<file path="src/design/flash_protect_pkg.sv">
// Constants and types shared by the flash protection logic.
package flash_protect_pkg;

   localparam int unsigned CLK_PERIOD_NS = 25;

   localparam int unsigned WDOG_LIMIT_MS = 64;
   localparam int unsigned WDOG_CYCLES = (WDOG_LIMIT_MS * 1000000) / CLK_PERIOD_NS;

   localparam int unsigned FLASH_STEP_US = 10;
   localparam int unsigned FLASH_STEP_CYCLES = (FLASH_STEP_US * 1000) / CLK_PERIOD_NS;

   localparam logic [1:0] MODE_OFF = 2'h0;
   localparam logic [1:0] MODE_IND = 2'h1;
   localparam logic [1:0] MODE_ASSIST = 2'h2;
   localparam logic [1:0] MODE_FLASH = 2'h3;

   localparam logic [1:0] EXT_OFF = 2'h0;
   localparam logic [1:0] EXT_TXMASK = 2'h1;
   localparam logic [1:0] EXT_TORCH = 2'h2;

   localparam logic OUT_ON_RST = 1'b0;
   localparam logic [1:0] MODE_RST = 2'h0;
   localparam logic [1:0] EXT_RST = 2'h0;
   localparam logic CONST_V_RST = 1'b0;
   localparam logic GAIN_RST = 1'b0;
   localparam logic TRIG_EN_RST = 1'b0;
   localparam logic TRIG_STYLE_RST = 1'b0;
   localparam logic DUAL_RST = 1'b0;
   localparam logic [7:0] FLASH_LIMIT_RST = 8'h00;

   localparam int unsigned FLT_OVP = 0;
   localparam int unsigned FLT_SHORT = 1;
   localparam int unsigned FLT_OVERHEAT = 2;
   localparam int unsigned FLT_TXMASK = 3;
   localparam int unsigned FLT_TIMEOUT = 4;
   localparam int unsigned FLT_W = 5;

   localparam int unsigned ASYNC_W = 15;

   typedef enum logic [1:0] {
      FL_IDLE = 2'b00,
      FL_RUN = 2'b01,
      FL_DONE = 2'b10
   } flash_state_t;

endpackage

</file>
<file path="src/design/wdog_if.sv">
// Signals between the protection controller and its clock-low watchdog.
`timescale 1ns/1ps
`default_nettype none
interface wdog_if;
   logic arm;
   logic scl_high;
   logic expire;
   modport ctrl (output arm, output scl_high, input expire);
   modport timer (input arm, input scl_high, output expire);
endinterface
`default_nettype wire

</file>
<file path="src/design/level_sync.sv">
// Three-stage synchroniser whose output changes once stages two and three agree.
`timescale 1ns/1ps
`default_nettype none
module level_sync
   import flash_protect_pkg::*;
#(
   parameter int unsigned N = 1
) (
   input wire logic clk,
   input wire logic rst_n,
   input wire logic [N-1:0] d,
   output logic [N-1:0] q
);
   logic [N-1:0] s1_reg;
   logic [N-1:0] s2_reg;
   logic [N-1:0] s3_reg;
   logic [N-1:0] q_reg;

   always_ff @(posedge clk or negedge rst_n) begin
      if (!rst_n) begin
         s1_reg <= '0;
         s2_reg <= '0;
         s3_reg <= '0;
      end else begin
         s1_reg <= d;
         s2_reg <= s1_reg;
         s3_reg <= s2_reg;
      end
   end

   // Disagreeing stages hold the old value, so a single glitch never passes.
   always_ff @(posedge clk or negedge rst_n) begin
      if (!rst_n) begin
         q_reg <= '0;
      end else begin
         q_reg <= (s2_reg & s3_reg) | (q_reg & (s2_reg | s3_reg));
      end
   end

   assign q = q_reg;
endmodule
`default_nettype wire

</file>
<file path="src/design/scl_low_watchdog.sv">
// Counter that flags a clock line held low for too long.
`timescale 1ns/1ps
`default_nettype none
module scl_low_watchdog
   import flash_protect_pkg::*;
#(
   parameter int unsigned LIMIT = 16
) (
   input wire logic clk,
   input wire logic rst_n,
   wdog_if.timer wd
);
   localparam int unsigned CW = $clog2(LIMIT + 1);
   localparam logic [CW-1:0] LAST = CW'(LIMIT - 1);

   logic [CW-1:0] cnt_reg;
   logic expire_reg;

   // A high clock line clears the count at once, so only an unbroken low stretch can expire.
   always_ff @(posedge clk or negedge rst_n) begin
      if (!rst_n) begin
         cnt_reg <= '0;
      end else if (!wd.arm || wd.scl_high || cnt_reg == LAST) begin
         cnt_reg <= '0;
      end else begin
         cnt_reg <= cnt_reg + 1'b1;
      end
   end

   always_ff @(posedge clk or negedge rst_n) begin
      if (!rst_n) begin
         expire_reg <= 1'b0;
      end else begin
         expire_reg <= wd.arm && !wd.scl_high && cnt_reg == LAST;
      end
   end

   assign wd.expire = expire_reg;
endmodule
`default_nettype wire

</file>
<file path="src/design/flash_protect_ctrl.sv">
// Fault protection, flash timing and power-off watchdog of the LED flash driver.
//
// Notes on behaviour
// Overvoltage with low headroom stops everything, flags.
// Overvoltage without low headroom raises no fault.
// Constant-voltage mode suppresses overvoltage detection.
// Short check only after startup, above current.
// Shorted LED stops converter, sinks, sets flag.
// Dual LED: one short disables only it.
// Overheat stops converter and sinks, sets flag.
// Cooling below hysteresis restarts driver automatically.
// Constant-voltage mode: no restart after overheat.
// Transmit mask during flash sets its flag.
// Flash timer starts with every flash.
// Pin-held flash beyond limit stops, flags overrun.
// Timer-defined flash sets overrun flag at end; the code sets it only when the trigger is disabled.
// Supply low holds shutdown and default registers.
// Active mode with clock low too long shuts down.
// First clock rise ends shutdown immediately.
// Watchdog shutdown resets registers, zero sink current.
// Torch and indicator have no duration timeout.
// Fault read clears fault flags.
// Protection fault clears enable, mode, pin function.
// Watchdog counter cleared while clock is high.
`timescale 1ns/1ps
`default_nettype none
module flash_protect_ctrl
   import flash_protect_pkg::*;
#(
   parameter int unsigned WDOG_LIMIT = WDOG_CYCLES,
   parameter int unsigned FLASH_STEP = FLASH_STEP_CYCLES
) (
   input wire logic CLK,
   input wire logic RST_N,
   input wire logic SUPPLY_LOW,
   input wire logic SCL,
   input wire logic STROBE,
   input wire logic TXMASK,
   input wire logic VOUT_MAX,
   input wire logic [1:0] HEADROOM_LOW,
   input wire logic [1:0] LED_LOW,
   input wire logic [1:0] CUR_TRIP_STD,
   input wire logic [1:0] CUR_TRIP_RAISED,
   input wire logic TEMP_HOT,
   input wire logic BOOST_READY,
   input wire logic CFG_WR,
   input wire logic CFG_OUT_ON,
   input wire logic [1:0] CFG_MODE,
   input wire logic [1:0] CFG_EXT_FUNC,
   input wire logic CFG_CONST_V,
   input wire logic CFG_GAIN_RAISE,
   input wire logic CFG_TRIG_EN,
   input wire logic CFG_TRIG_STYLE,
   input wire logic CFG_DUAL_LED,
   input wire logic [7:0] CFG_FLASH_LIMIT,
   input wire logic FAULT_RD,
   output logic OUT_ON,
   output logic [1:0] MODE,
   output logic [1:0] EXT_FUNC,
   output logic CONV_EN,
   output logic [1:0] SINK_EN,
   output logic FLASH_ON,
   output logic SHUTDOWN,
   output logic FAULT_OVP,
   output logic FAULT_SHORT,
   output logic FAULT_OVERHEAT,
   output logic FAULT_TXMASK,
   output logic FAULT_TIMEOUT
);
   localparam int unsigned PW = $clog2(FLASH_STEP + 1);
   localparam logic [PW-1:0] PRE_LAST = PW'(FLASH_STEP - 1);

   function automatic logic [1:0] cur_monitored(input logic raise, input logic [1:0] std_trip,
                                                input logic [1:0] raised_trip);
      cur_monitored = raise ? raised_trip : std_trip;
   endfunction

   function automatic logic mode_active(input logic on, input logic [1:0] m);
      mode_active = on && (m != MODE_OFF);
   endfunction

   logic [ASYNC_W-1:0] async_raw;
   logic [ASYNC_W-1:0] async_s;
   logic supply_low_s;
   logic scl_s;
   logic strobe_s;
   logic txmask_s;
   logic vout_max_s;
   logic [1:0] headroom_low_s;
   logic [1:0] led_low_s;
   logic [1:0] cur_std_s;
   logic [1:0] cur_raised_s;
   logic temp_hot_s;
   logic boost_ready_s;

   logic out_on_reg;
   logic [1:0] mode_reg;
   logic [1:0] ext_reg;
   logic const_v_reg;
   logic gain_reg;
   logic trig_en_reg;
   logic trig_style_reg;
   logic dual_reg;
   logic [7:0] limit_reg;
   logic shutdown_reg;
   logic scl_prev_reg;
   logic strobe_prev_reg;
   logic ot_hold_reg;
   logic [1:0] sink_off_reg;
   logic conv_en_reg;
   logic [1:0] sink_en_reg;
   logic flash_on_reg;
   logic [FLT_W-1:0] faults_reg;
   flash_state_t fl_state_reg;
   flash_state_t fl_state_next;
   logic [PW-1:0] pre_reg;
   logic [7:0] step_reg;

   logic soft_rst;
   logic scl_rise;
   logic strobe_rise;
   logic ov_det;
   logic [1:0] short_hit;
   logic short_one;
   logic short_all;
   logic ot_event;
   logic timer_hit;
   logic pin_flash;
   logic overrun;
   logic flash_end;
   logic prot_stop;
   logic ext_torch;
   logic run_ok;
   logic conv_next;
   logic [1:0] sink_off_next;
   logic [FLT_W-1:0] fault_set;

   wdog_if wd ();

   assign async_raw = {SUPPLY_LOW, SCL, STROBE, TXMASK, VOUT_MAX, HEADROOM_LOW, LED_LOW,
                       CUR_TRIP_STD, CUR_TRIP_RAISED, TEMP_HOT, BOOST_READY};

   level_sync #(.N(ASYNC_W)) u_sync (
      .clk(CLK),
      .rst_n(RST_N),
      .d(async_raw),
      .q(async_s)
   );

   assign {supply_low_s, scl_s, strobe_s, txmask_s, vout_max_s, headroom_low_s, led_low_s,
           cur_std_s, cur_raised_s, temp_hot_s, boost_ready_s} = async_s;

   assign wd.arm = mode_active(out_on_reg, mode_reg);
   assign wd.scl_high = scl_s;

   scl_low_watchdog #(.LIMIT(WDOG_LIMIT)) u_wdog (
      .clk(CLK),
      .rst_n(RST_N),
      .wd(wd.timer)
   );

   assign scl_rise = scl_s && !scl_prev_reg;
   assign strobe_rise = strobe_s && !strobe_prev_reg;
   assign soft_rst = supply_low_s || shutdown_reg;

   always_ff @(posedge CLK or negedge RST_N) begin
      if (!RST_N) begin
         scl_prev_reg <= 1'b0;
         strobe_prev_reg <= 1'b0;
      end else begin
         scl_prev_reg <= scl_s;
         strobe_prev_reg <= strobe_s;
      end
   end

   // A supply too low to trust keeps the block asleep, even across clock activity.
   always_ff @(posedge CLK or negedge RST_N) begin
      if (!RST_N) begin
         shutdown_reg <= 1'b0;
      end else if (supply_low_s || wd.expire) begin
         shutdown_reg <= 1'b1;
      end else if (scl_rise) begin
         shutdown_reg <= 1'b0;
      end
   end

   assign ov_det = conv_en_reg && vout_max_s && (|headroom_low_s) && !const_v_reg;

   assign short_hit = {2{conv_en_reg && boost_ready_s}} & sink_en_reg & led_low_s &
                      cur_monitored(gain_reg, cur_std_s, cur_raised_s);
   assign short_one = dual_reg && (short_hit == 2'b01 || short_hit == 2'b10);
   assign short_all = (|short_hit) && !short_one;

   assign ot_event = temp_hot_s && !ot_hold_reg;

   assign timer_hit = (fl_state_reg == FL_RUN) && pre_reg == PRE_LAST && step_reg == limit_reg;
   assign pin_flash = trig_en_reg && trig_style_reg;
   assign overrun = timer_hit && pin_flash;
   assign flash_end = timer_hit && !pin_flash;

   // Overheat in constant-voltage mode clears the enable so cooling cannot restart it.
   assign prot_stop = ov_det || short_all || overrun || (ot_event && const_v_reg);

   always_ff @(posedge CLK or negedge RST_N) begin
      if (!RST_N) begin
         out_on_reg <= OUT_ON_RST;
         mode_reg <= MODE_RST;
         ext_reg <= EXT_RST;
         const_v_reg <= CONST_V_RST;
         gain_reg <= GAIN_RST;
         trig_en_reg <= TRIG_EN_RST;
         trig_style_reg <= TRIG_STYLE_RST;
         dual_reg <= DUAL_RST;
         limit_reg <= FLASH_LIMIT_RST;
      end else if (soft_rst) begin
         out_on_reg <= OUT_ON_RST;
         mode_reg <= MODE_RST;
         ext_reg <= EXT_RST;
         const_v_reg <= CONST_V_RST;
         gain_reg <= GAIN_RST;
         trig_en_reg <= TRIG_EN_RST;
         trig_style_reg <= TRIG_STYLE_RST;
         dual_reg <= DUAL_RST;
         limit_reg <= FLASH_LIMIT_RST;
      end else if (prot_stop) begin
         out_on_reg <= 1'b0;
         mode_reg <= MODE_OFF;
         ext_reg <= EXT_OFF;
      end else if (CFG_WR) begin
         out_on_reg <= CFG_OUT_ON;
         mode_reg <= CFG_MODE;
         ext_reg <= CFG_EXT_FUNC;
         const_v_reg <= CFG_CONST_V;
         gain_reg <= CFG_GAIN_RAISE;
         trig_en_reg <= CFG_TRIG_EN;
         trig_style_reg <= CFG_TRIG_STYLE;
         dual_reg <= CFG_DUAL_LED;
         limit_reg <= CFG_FLASH_LIMIT;
      end else if (flash_end) begin
         out_on_reg <= 1'b0;
         mode_reg <= MODE_OFF;
      end
   end

   always_ff @(posedge CLK or negedge RST_N) begin
      if (!RST_N) begin
         ot_hold_reg <= 1'b0;
      end else if (temp_hot_s) begin
         ot_hold_reg <= 1'b1;
      end else begin
         ot_hold_reg <= 1'b0;
      end
   end

   always_comb begin
      fl_state_next = fl_state_reg;
      case (fl_state_reg)
         FL_IDLE: begin
            if (out_on_reg && mode_reg == MODE_FLASH && !soft_rst) begin
               if (!trig_en_reg || (trig_style_reg && strobe_s) || (!trig_style_reg && strobe_rise)) begin
                  fl_state_next = FL_RUN;
               end
            end
         end
         FL_RUN: begin
            if (soft_rst || prot_stop || !out_on_reg || mode_reg != MODE_FLASH) begin
               fl_state_next = FL_IDLE;
            end else if ((pin_flash && !strobe_s) || timer_hit) begin
               fl_state_next = FL_DONE;
            end
         end
         FL_DONE: begin
            if (!strobe_s || !out_on_reg || mode_reg != MODE_FLASH) begin
               fl_state_next = FL_IDLE;
            end
         end
         default: begin
            fl_state_next = FL_IDLE;
         end
      endcase
   end

   always_ff @(posedge CLK or negedge RST_N) begin
      if (!RST_N) begin
         fl_state_reg <= FL_IDLE;
      end else begin
         fl_state_reg <= fl_state_next;
      end
   end

   // The timer only exists in the flash state, so steady torch light never times out.
   always_ff @(posedge CLK or negedge RST_N) begin
      if (!RST_N) begin
         pre_reg <= '0;
         step_reg <= 8'h00;
      end else if (fl_state_reg != FL_RUN) begin
         pre_reg <= '0;
         step_reg <= 8'h00;
      end else if (pre_reg == PRE_LAST) begin
         pre_reg <= '0;
         step_reg <= step_reg + 8'h01;
      end else begin
         pre_reg <= pre_reg + 1'b1;
      end
   end

   always_ff @(posedge CLK or negedge RST_N) begin
      if (!RST_N) begin
         flash_on_reg <= 1'b0;
      end else begin
         flash_on_reg <= fl_state_next == FL_RUN;
      end
   end

   assign ext_torch = mode_reg == MODE_OFF && ext_reg == EXT_TORCH && txmask_s;
   assign run_ok = mode_active(out_on_reg, mode_reg) &&
                   (mode_reg != MODE_FLASH || fl_state_next == FL_RUN);
   assign conv_next = !soft_rst && !prot_stop && !temp_hot_s && !ot_hold_reg &&
                      !short_all && (run_ok || ext_torch);

   assign sink_off_next = (soft_rst || !(out_on_reg || ext_torch)) ? 2'b00 :
                          (sink_off_reg | (short_one ? short_hit : 2'b00));

   always_ff @(posedge CLK or negedge RST_N) begin
      if (!RST_N) begin
         sink_off_reg <= 2'b00;
         conv_en_reg <= 1'b0;
         sink_en_reg <= 2'b00;
      end else begin
         sink_off_reg <= sink_off_next;
         conv_en_reg <= conv_next;
         sink_en_reg <= {2{conv_next}} & ~sink_off_next;
      end
   end

   always_comb begin
      fault_set = '0;
      fault_set[FLT_OVP] = ov_det;
      fault_set[FLT_SHORT] = |short_hit;
      fault_set[FLT_OVERHEAT] = ot_event;
      fault_set[FLT_TXMASK] = flash_on_reg && ext_reg == EXT_TXMASK && txmask_s;
      fault_set[FLT_TIMEOUT] = overrun || (flash_end && !trig_en_reg);
   end

   // A fault arriving in the same cycle as the read survives it.
   always_ff @(posedge CLK or negedge RST_N) begin
      if (!RST_N) begin
         faults_reg <= '0;
      end else if (soft_rst) begin
         faults_reg <= '0;
      end else begin
         faults_reg <= fault_set | (faults_reg & {FLT_W{!FAULT_RD}});
      end
   end

   assign OUT_ON = out_on_reg;
   assign MODE = mode_reg;
   assign EXT_FUNC = ext_reg;
   assign CONV_EN = conv_en_reg;
   assign SINK_EN = sink_en_reg;
   assign FLASH_ON = flash_on_reg;
   assign SHUTDOWN = shutdown_reg;
   assign FAULT_OVP = faults_reg[FLT_OVP];
   assign FAULT_SHORT = faults_reg[FLT_SHORT];
   assign FAULT_OVERHEAT = faults_reg[FLT_OVERHEAT];
   assign FAULT_TXMASK = faults_reg[FLT_TXMASK];
   assign FAULT_TIMEOUT = faults_reg[FLT_TIMEOUT];
endmodule
`default_nettype wire

</file>
<file path="config.mk">
export PLATFORM = sky130hd
export DESIGN_NAME = flash_protect_ctrl
export DESIGN_NICKNAME = d
export VERILOG_FILES = /design/src/design/flash_protect_pkg.sv /design/src/design/wdog_if.sv /design/src/design/level_sync.sv /design/src/design/scl_low_watchdog.sv /design/src/design/flash_protect_ctrl.sv
export SDC_FILE = /design/constraint.sdc
export NUM_CORES = 1
export LEC_CHECK = 0
export ABC_AREA = 1
export BUFFER_PORTS_ARGS = -buffer_cell sky130_fd_sc_hd__buf_2
export CAP_MARGIN = 10
export CORE_ASPECT_RATIO = 0.7
export CORE_UTILIZATION = 55
export CTS_BUF_LIST = sky130_fd_sc_hd__clkbuf_8
export CTS_CLUSTER_SIZE = 25
export DETAILED_ROUTE_END_ITERATION = 8
export PLACE_DENSITY = 0.8
export REMOVE_ABC_BUFFERS = 1
export SLEW_MARGIN = 40
export SYNTH_ARGS = -nofsm -noshare
export SYNTH_HDL_FRONTEND = slang
export SYNTH_SLANG_ARGS = --single-unit
export TNS_END_PERCENT = 5
</file>
<file path="constraint.sdc">
create_clock -name CLK -period 2 [get_ports CLK]
set_clock_uncertainty 0.05 [all_clocks]
set_input_delay 0.2 -clock CLK [delete_from_list [all_inputs] [get_ports CLK]]
set_output_delay 0.2 -clock CLK [all_outputs]
set_load 0.005 [all_outputs]
</file>
# After elaboration in Yosys (flattened, before gate mapping)
# Index checks and enable logic that the tools add are counted.
# Widths: inputs -> output; s select.
# word_totals
word_cells	187
in_bits	37
ff_bits	135
out_inout_bits	15
# classes
eq_ne	14
n_reduce_logical	84
bitwise	12
mux	47
addsub	3
# op_table
cell	n
$mux 8	5
$logic_and 1x1->1	34
$and 15x15->15	2
$mux 2	15
$or 15x15->15	2
$add 22x1->22 const B	1
$eq 22x22->1 const B	1
$mux 1	22
$mux 22	1
$logic_or 1x1->1	21
$logic_not 1->1	18
$mux 9	2
$add 9x1->9 const B	1
$eq 9x9->1 const B	1
$add 8x1->8 const B	1
$and 2x2->2	4
$eq 2x1->1 const B	4
$eq 2x2->1 const B	4
$eq 8x8->1	1
$reduce_bool 2->1	4
$pmux 2 s3	1
$and 5x5->5	1
$mux 5	1
$or 5x5->5	1
other kinds (9)	12

# Depth between registers and ports, before layout
# depth
ltp_word	23
ltp_mapped	17
depth_no_buf	17

# Modules after synthesis
# Synthesis repeated with hierarchy kept, for this count alone.
# unflattened
hier_cells	616
hier_area_um2	5679.2
# modules_own_cells
module	area_each_um2	seq_area_each_um2	cells_each	n_inst
flash_protect_ctrl	2590.0	1301.2	309	1
level_sync	1745.4	1501.4	120	1
scl_low_watchdog	1343.8	575.6	187	1

# Worst setup path after synthesis
# OpenSTA, ideal clock, no wires.
# synth_path
path_kind	reg-to-reg
startpoint	register conv_en_reg (netlist: CONV_EN)
endpoint	register ext_reg[0] (netlist: EXT_FUNC[0])
path_buffers	1
setup_slack_ns	0.039
t_arrival_ns	1.828
stages_incl_launch_ff	14
cell_sequence	dfrtp_1 nand2_1 nor2_1 nand2_1 ha_1 nand2_1 inv_1 o21ai_0 nor2_1 nand2_4 nor2_4 buf_2 nand3_1 o21ai_0
# synth_via
elab_chain_cells	14
# synth_rtl
item	line	source
from (decl)	flash_protect_ctrl.sv:110	logic conv_en_reg;
from (signal assigned)	flash_protect_ctrl.sv:331	conv_en_reg <= conv_next;
$logic_and 1x1->1	flash_protect_ctrl.sv:189	assign short_hit = {2{conv_en_reg && boost_ready_s}} & sink_en_reg & led_low_s &
$and 2x2->2 (3 in a row)	flash_protect_ctrl.sv:189	
$eq 2x1->1 or $eq 2x2->1 (tied branches)	flash_protect_ctrl.sv:191	assign short_one = dual_reg && (short_hit == 2'b01 || short_hit == 2'b10);
$logic_or 1x1->1	flash_protect_ctrl.sv:191	
$logic_and 1x1->1	flash_protect_ctrl.sv:191	
$logic_not 1->1	flash_protect_ctrl.sv:192	assign short_all = (|short_hit) && !short_one;
$logic_and 1x1->1	flash_protect_ctrl.sv:192	
$logic_or 1x1->1 * (3 in a row)	flash_protect_ctrl.sv:202	assign prot_stop = ov_det || short_all || overrun || (ot_event && const_v_reg);
$mux 2	flash_protect_ctrl.sv:225	end else if (prot_stop) begin
$mux 2	flash_protect_ctrl.sv:215	end else if (soft_rst) begin
to (signal assigned)	flash_protect_ctrl.sv:208	ext_reg <= EXT_RST;
to (signal assigned)	flash_protect_ctrl.sv:218	ext_reg <= EXT_RST;
to (signal assigned)	flash_protect_ctrl.sv:228	ext_reg <= EXT_OFF;
to (decl)	flash_protect_ctrl.sv:98	logic [1:0] ext_reg;
# Mark *: on every way between the ends. The rest lies on a longest branch, timed or not.
# A chain may end at the register's enable or synchronous reset.

# Worst setup path after layout
# layout_path
startpoint	register conv_en_reg (netlist: CONV_EN)
endpoint	register sink_en_reg[0] (netlist: SINK_EN[0])
# layout_via
elab_chain_cells	23
# layout_rtl
item	line	source
$logic_and 1x1->1	flash_protect_ctrl.sv:189	
$and 2x2->2 (3 in a row)	flash_protect_ctrl.sv:189	
$eq 2x1->1 or $eq 2x2->1 (tied branches)	flash_protect_ctrl.sv:191	
$logic_or 1x1->1	flash_protect_ctrl.sv:191	
$logic_and 1x1->1	flash_protect_ctrl.sv:191	
$logic_not 1->1	flash_protect_ctrl.sv:192	
$logic_and 1x1->1	flash_protect_ctrl.sv:192	
$logic_or 1x1->1 (3 in a row)	flash_protect_ctrl.sv:202	
$logic_or 1x1->1 (3 in a row)	flash_protect_ctrl.sv:266	if (soft_rst || prot_stop || !out_on_reg || mode_reg != MODE_FLASH) begin
$mux 2	flash_protect_ctrl.sv:266	
$pmux 2 s3	flash_protect_ctrl.sv:257	case (fl_state_reg)
$eq 2x1->1	flash_protect_ctrl.sv:317	(mode_reg != MODE_FLASH || fl_state_next == FL_RUN);
$logic_or 1x1->1	flash_protect_ctrl.sv:317	
$logic_and 1x1->1	flash_protect_ctrl.sv:316	assign run_ok = mode_active(out_on_reg, mode_reg) &&
$logic_or 1x1->1	flash_protect_ctrl.sv:319	!short_all && (run_ok || ext_torch);
$logic_and 1x1->1	flash_protect_ctrl.sv:319	
$and 2x2->2 *	flash_protect_ctrl.sv:332	sink_en_reg <= {2{conv_next}} & ~sink_off_next;
to (signal assigned)	flash_protect_ctrl.sv:332	
to (decl)	flash_protect_ctrl.sv:111	logic [1:0] sink_en_reg;
# Marked as above.

==> flow_metrics.tcl <==
set metrics [dict create \
    power_leakage_nw 3.29 \
    highest_layer "met4" \
    path_buf_inv 2 \
    drt_first_pass_iters 5 \
    wire_per_inst_um 16.0 \
    antenna-diode-count 0 \
    drtAntennaViolNets 0 \
    final.setup.tns_ns -5.25 \
    initial_core_util_pct 58.2 \
    io_pins 52 \
    grt_overflow_total 0 \
    holdPathStages 4 \
    met3_length_um 812 \
    dpl_cell_area_um2 6060 \
    path_cells "nand2_1 -> nor2_2 -> nand2_1 -> ha_1 -> nand2_1 -> inv_2 -> o21ai_2 -> nor2_2 -> nand2_4 -> buf_12 -> nor2_4 -> nand2_2 -> nand3_2 -> nand2_2 -> nand2_2 -> nand2_2 -> nor2_2" \
    wl_met2_um 5900 \
    p_per_area_nw_per_um2 800 \
    ctsHtreeMaxLevel 4 \
    synth_seq_cells 135 \
    rsz0062_at_grt "yes" \
    slew_headroom_pct 56.0 \
    place_ws_ns -0.189 \
    synth_xor_area_share_pct 1.13 \
    vias 4246 \
    peakVddDrop_v 0.000720 \
    final_cell_area_um2 7130 \
    worst_slack_ns -0.263 \
    path_max_fanout 3 \
    synth_mux_area_share_pct 0 \
    ys.flop_type "dfrtp_1" \
    nets 701 \
    critical_path.top_delay_family "simple AND/OR/NAND/NOR gates" \
    routed_via_density 5.33 \
    netlist_area_um2 5410 \
    start_kind "register" \
    reg2regPathDepth 17 \
    synth_compound_area_share_pct 6.27 \
    ys_types 45 \
    violations "negative setup slack" \
    crit_type "reg -> reg" \
    grt_pass1_wl_um 20800 \
    cpMostUsedCell "nand2_2" \
    fmax_mhz 442 \
    netlist.top_cell.by_area "dfrtp_1" \
    synthSimpleGateAreaFrac_pct 20.9 \
    fp.dieH_um 85.0 \
    grt.total_usage_pct 27.3 \
    antenna_found_initial 0 \
    grt_max_degree 48 \
    coreArea_um2 9290 \
    clk_latency_ns 0.45 \
    syn-instance-count 520 \
    fin_crit_sh_pct 113 \
    area_delta_synth_final_pct 31.9 \
    clock_sinks 135 \
    cts_tree "built" \
    cp_slowest_cell "dfrtp_1" \
    rows 29 \
    max_cap_violations 0 \
    hold_path_class "in -> reg" \
    cts_root_buffer "clkbuf_8" \
    cts_buffers 17 \
    drt-initial-drc-count 440 \
    worst_pin_slew_ns 0.660 \
    finalPower_w 0.00571 \
    endpoint_kind "register" \
    largest_reg_flops 22 \
    hold_viol 0 \
    syn_area_per_cell_um2 10.4 \
    cp.arrival_ns 2.59 \
    fin_cells 796 \
    io_buffers 51 \
    die_w_um 121 \
    fin_crit_ns 2.26 \
    crit_cells 17 \
    drive_gt1_share_pct 28.1 \
    slew_viol_final 0 \
    ys_warn_count 0 \
    placed_cells 718 \
    synthArstFlopShare_pct 100 \
    grt_pass1_vias 4374 \
    crit_required_ns 2.33 \
    drt-met1-wl_um 5740 \
    status "finished with violations" \
    die_area_um2 10200 \
    synth_top_family_by_area "simple AND/OR/NAND/NOR gates" \
    place_hpwl_um 7770 \
    max_stage_delay_ns 0.37 \
    synth_fa_ha_area_share_pct 3.70 \
    drt-total-wl_um 12700 \
    clkTransAtPathRegs_ns 0.08 \
    place.gp.congestion 0.889 \
    finalSetupViolations 24 \
    yosysSeqAreaShare_pct 62.5 \
    cts.path.max_buffers 2 \
    drc 0 \
    nFillCells 544 \
    synth.area.top_cells "dfrtp_1, nand2_1, inv_1" \
    synth_edf_count 0 \
    synth_top_area_share_pct 62.5 \
]
final timing paths:
| path | slack, ns | from | endpoint |
|---|---|---|---|
| setup / recovery | -0.26 | CONV_EN$_DFF_PN0_ | SINK_EN[0]$_DFF_PN0_ |
| hold / removal | 0.04 | FAULT_RD | faults_reg[1]$_DFF_PN0_ |
| setup reg to reg | -0.26 | CONV_EN$_DFF_PN0_ | SINK_EN[0]$_DFF_PN0_ |
| hold reg to reg | 0.30 | u_sync.s1_reg[4]$_DFF_PN0_ | u_sync.s2_reg[4]$_DFF_PN0_ |
| max in group asynchronous | 1.00 | RST_N | step_reg[6]$_DFFE_PN0P_ |
| min in group asynchronous | 0.27 | RST_N | u_sync.s2_reg[2]$_DFF_PN0_ |
synth_stat cells, types with 7 or more instances:
cell type / number
nand2_1: 82
nor2_1: 43
nor3_1: 14
dfrtp_1: 135
nand4_1: 8
inv_1: 62
maj3_1: 15
nor2_2: 7
inv_2: 7
a21oi_1: 23
o21ai_0: 19
nand3_1: 31
o21ai_1: 11
tightest hold or removal path, cell delays in order:
cell and delay [ns]:
buf_2 0.07, inv_1 0.09, nand2_1 0.08, a21oi_1 0.06
repair_timing:
| action | in CTS | in global routing |
|---|---|---|
| hold endpoints to repair | 76 | 0 |
| gates cloned | 1 | 0 |
| gates resized for setup | 26 | 20 |
| pin swaps | 8 | 7 |
| buffers inserted | 7 | 5 |
| setup endpoints to repair | 23 | 42 |
| hold buffers | 34 | 0 |
power breakdown:
group / internal [W] / switching [W]
logic: 0.000178 / 0.000186
clock network: 0.00142 / 0.00104
registers: 0.00283 / 0.0000600
total: 0.00442 / 0.00128
through the flow:
stage / utilization, % / hold slack [ns]
CTS: 75.7 / 0.00598
global route: 76.8 / 0.0731
global placement: 65.3 / 0.221
finish: 76.8 / 0.0435
floorplan: - / -0.146
detailed placement: 65.3 / 0.222
routing by layer:
metal | global-route usage, % | up-vias
met4 | 11.1 | 0
met5 | 0 | -
met1 | 36.7 | 2071
li1 | - | 1971
met3 | 7.73 | 31
met2 | 42.2 | 173
cells in the final DEF, fill, tap and decap left out, types with 4 or more instances in the layout:
cell type / netlist / layout
a21oi_1: 23 / 23
buf_12: 0 / 7
buf_2: 2 / 50
buf_4: 0 / 26
buf_6: 1 / 8
bufinv_16: 0 / 4
clkbuf_8: 0 / 19
dfrtp_1: 135 / 135
dlygate4sd3_1: 0 / 34
inv_1: 62 / 62
inv_2: 7 / 9
maj3_1: 15 / 15
nand2_1: 82 / 76
nand2_2: 5 / 11
nand3_1: 31 / 24
nand3_2: 1 / 8
nand4_1: 8 / 8
nor2_1: 43 / 38
nor2_2: 7 / 10
nor2_4: 5 / 7
nor3_1: 14 / 13
nor3b_1: 5 / 5
o21ai_0: 19 / 13
o21ai_1: 11 / 13
o21ai_2: 1 / 5
xor2_1: 5 / 5
final cells by class:
| class | count | area, µm² | share of cell area [%] |
|---|---|---|---|
| clock buffers | 19 | 262 | 3.67 |
| repair buffers | 126 | 1040 | 14.6 |
| well taps | 124 | 155 | 2.18 |
| flip-flops and latches | 135 | 3380 | 47.4 |
| multi-input cells | 309 | 1850 | 25.9 |
| inverters | 71 | 270 | 3.79 |
| clock inverters | 12 | 176 | 2.47 |
logic make-up after synthesis:
family | Yosys count
AO/OA/AOI/OAI | 63
XOR/XNOR | 7
adder cells (fa/ha/maj) | 19
buffers and inverters | 76
flip-flops | 135
AND/OR/NAND/NOR | 220
No activity file was read; power rests on OpenSTA's default activity.
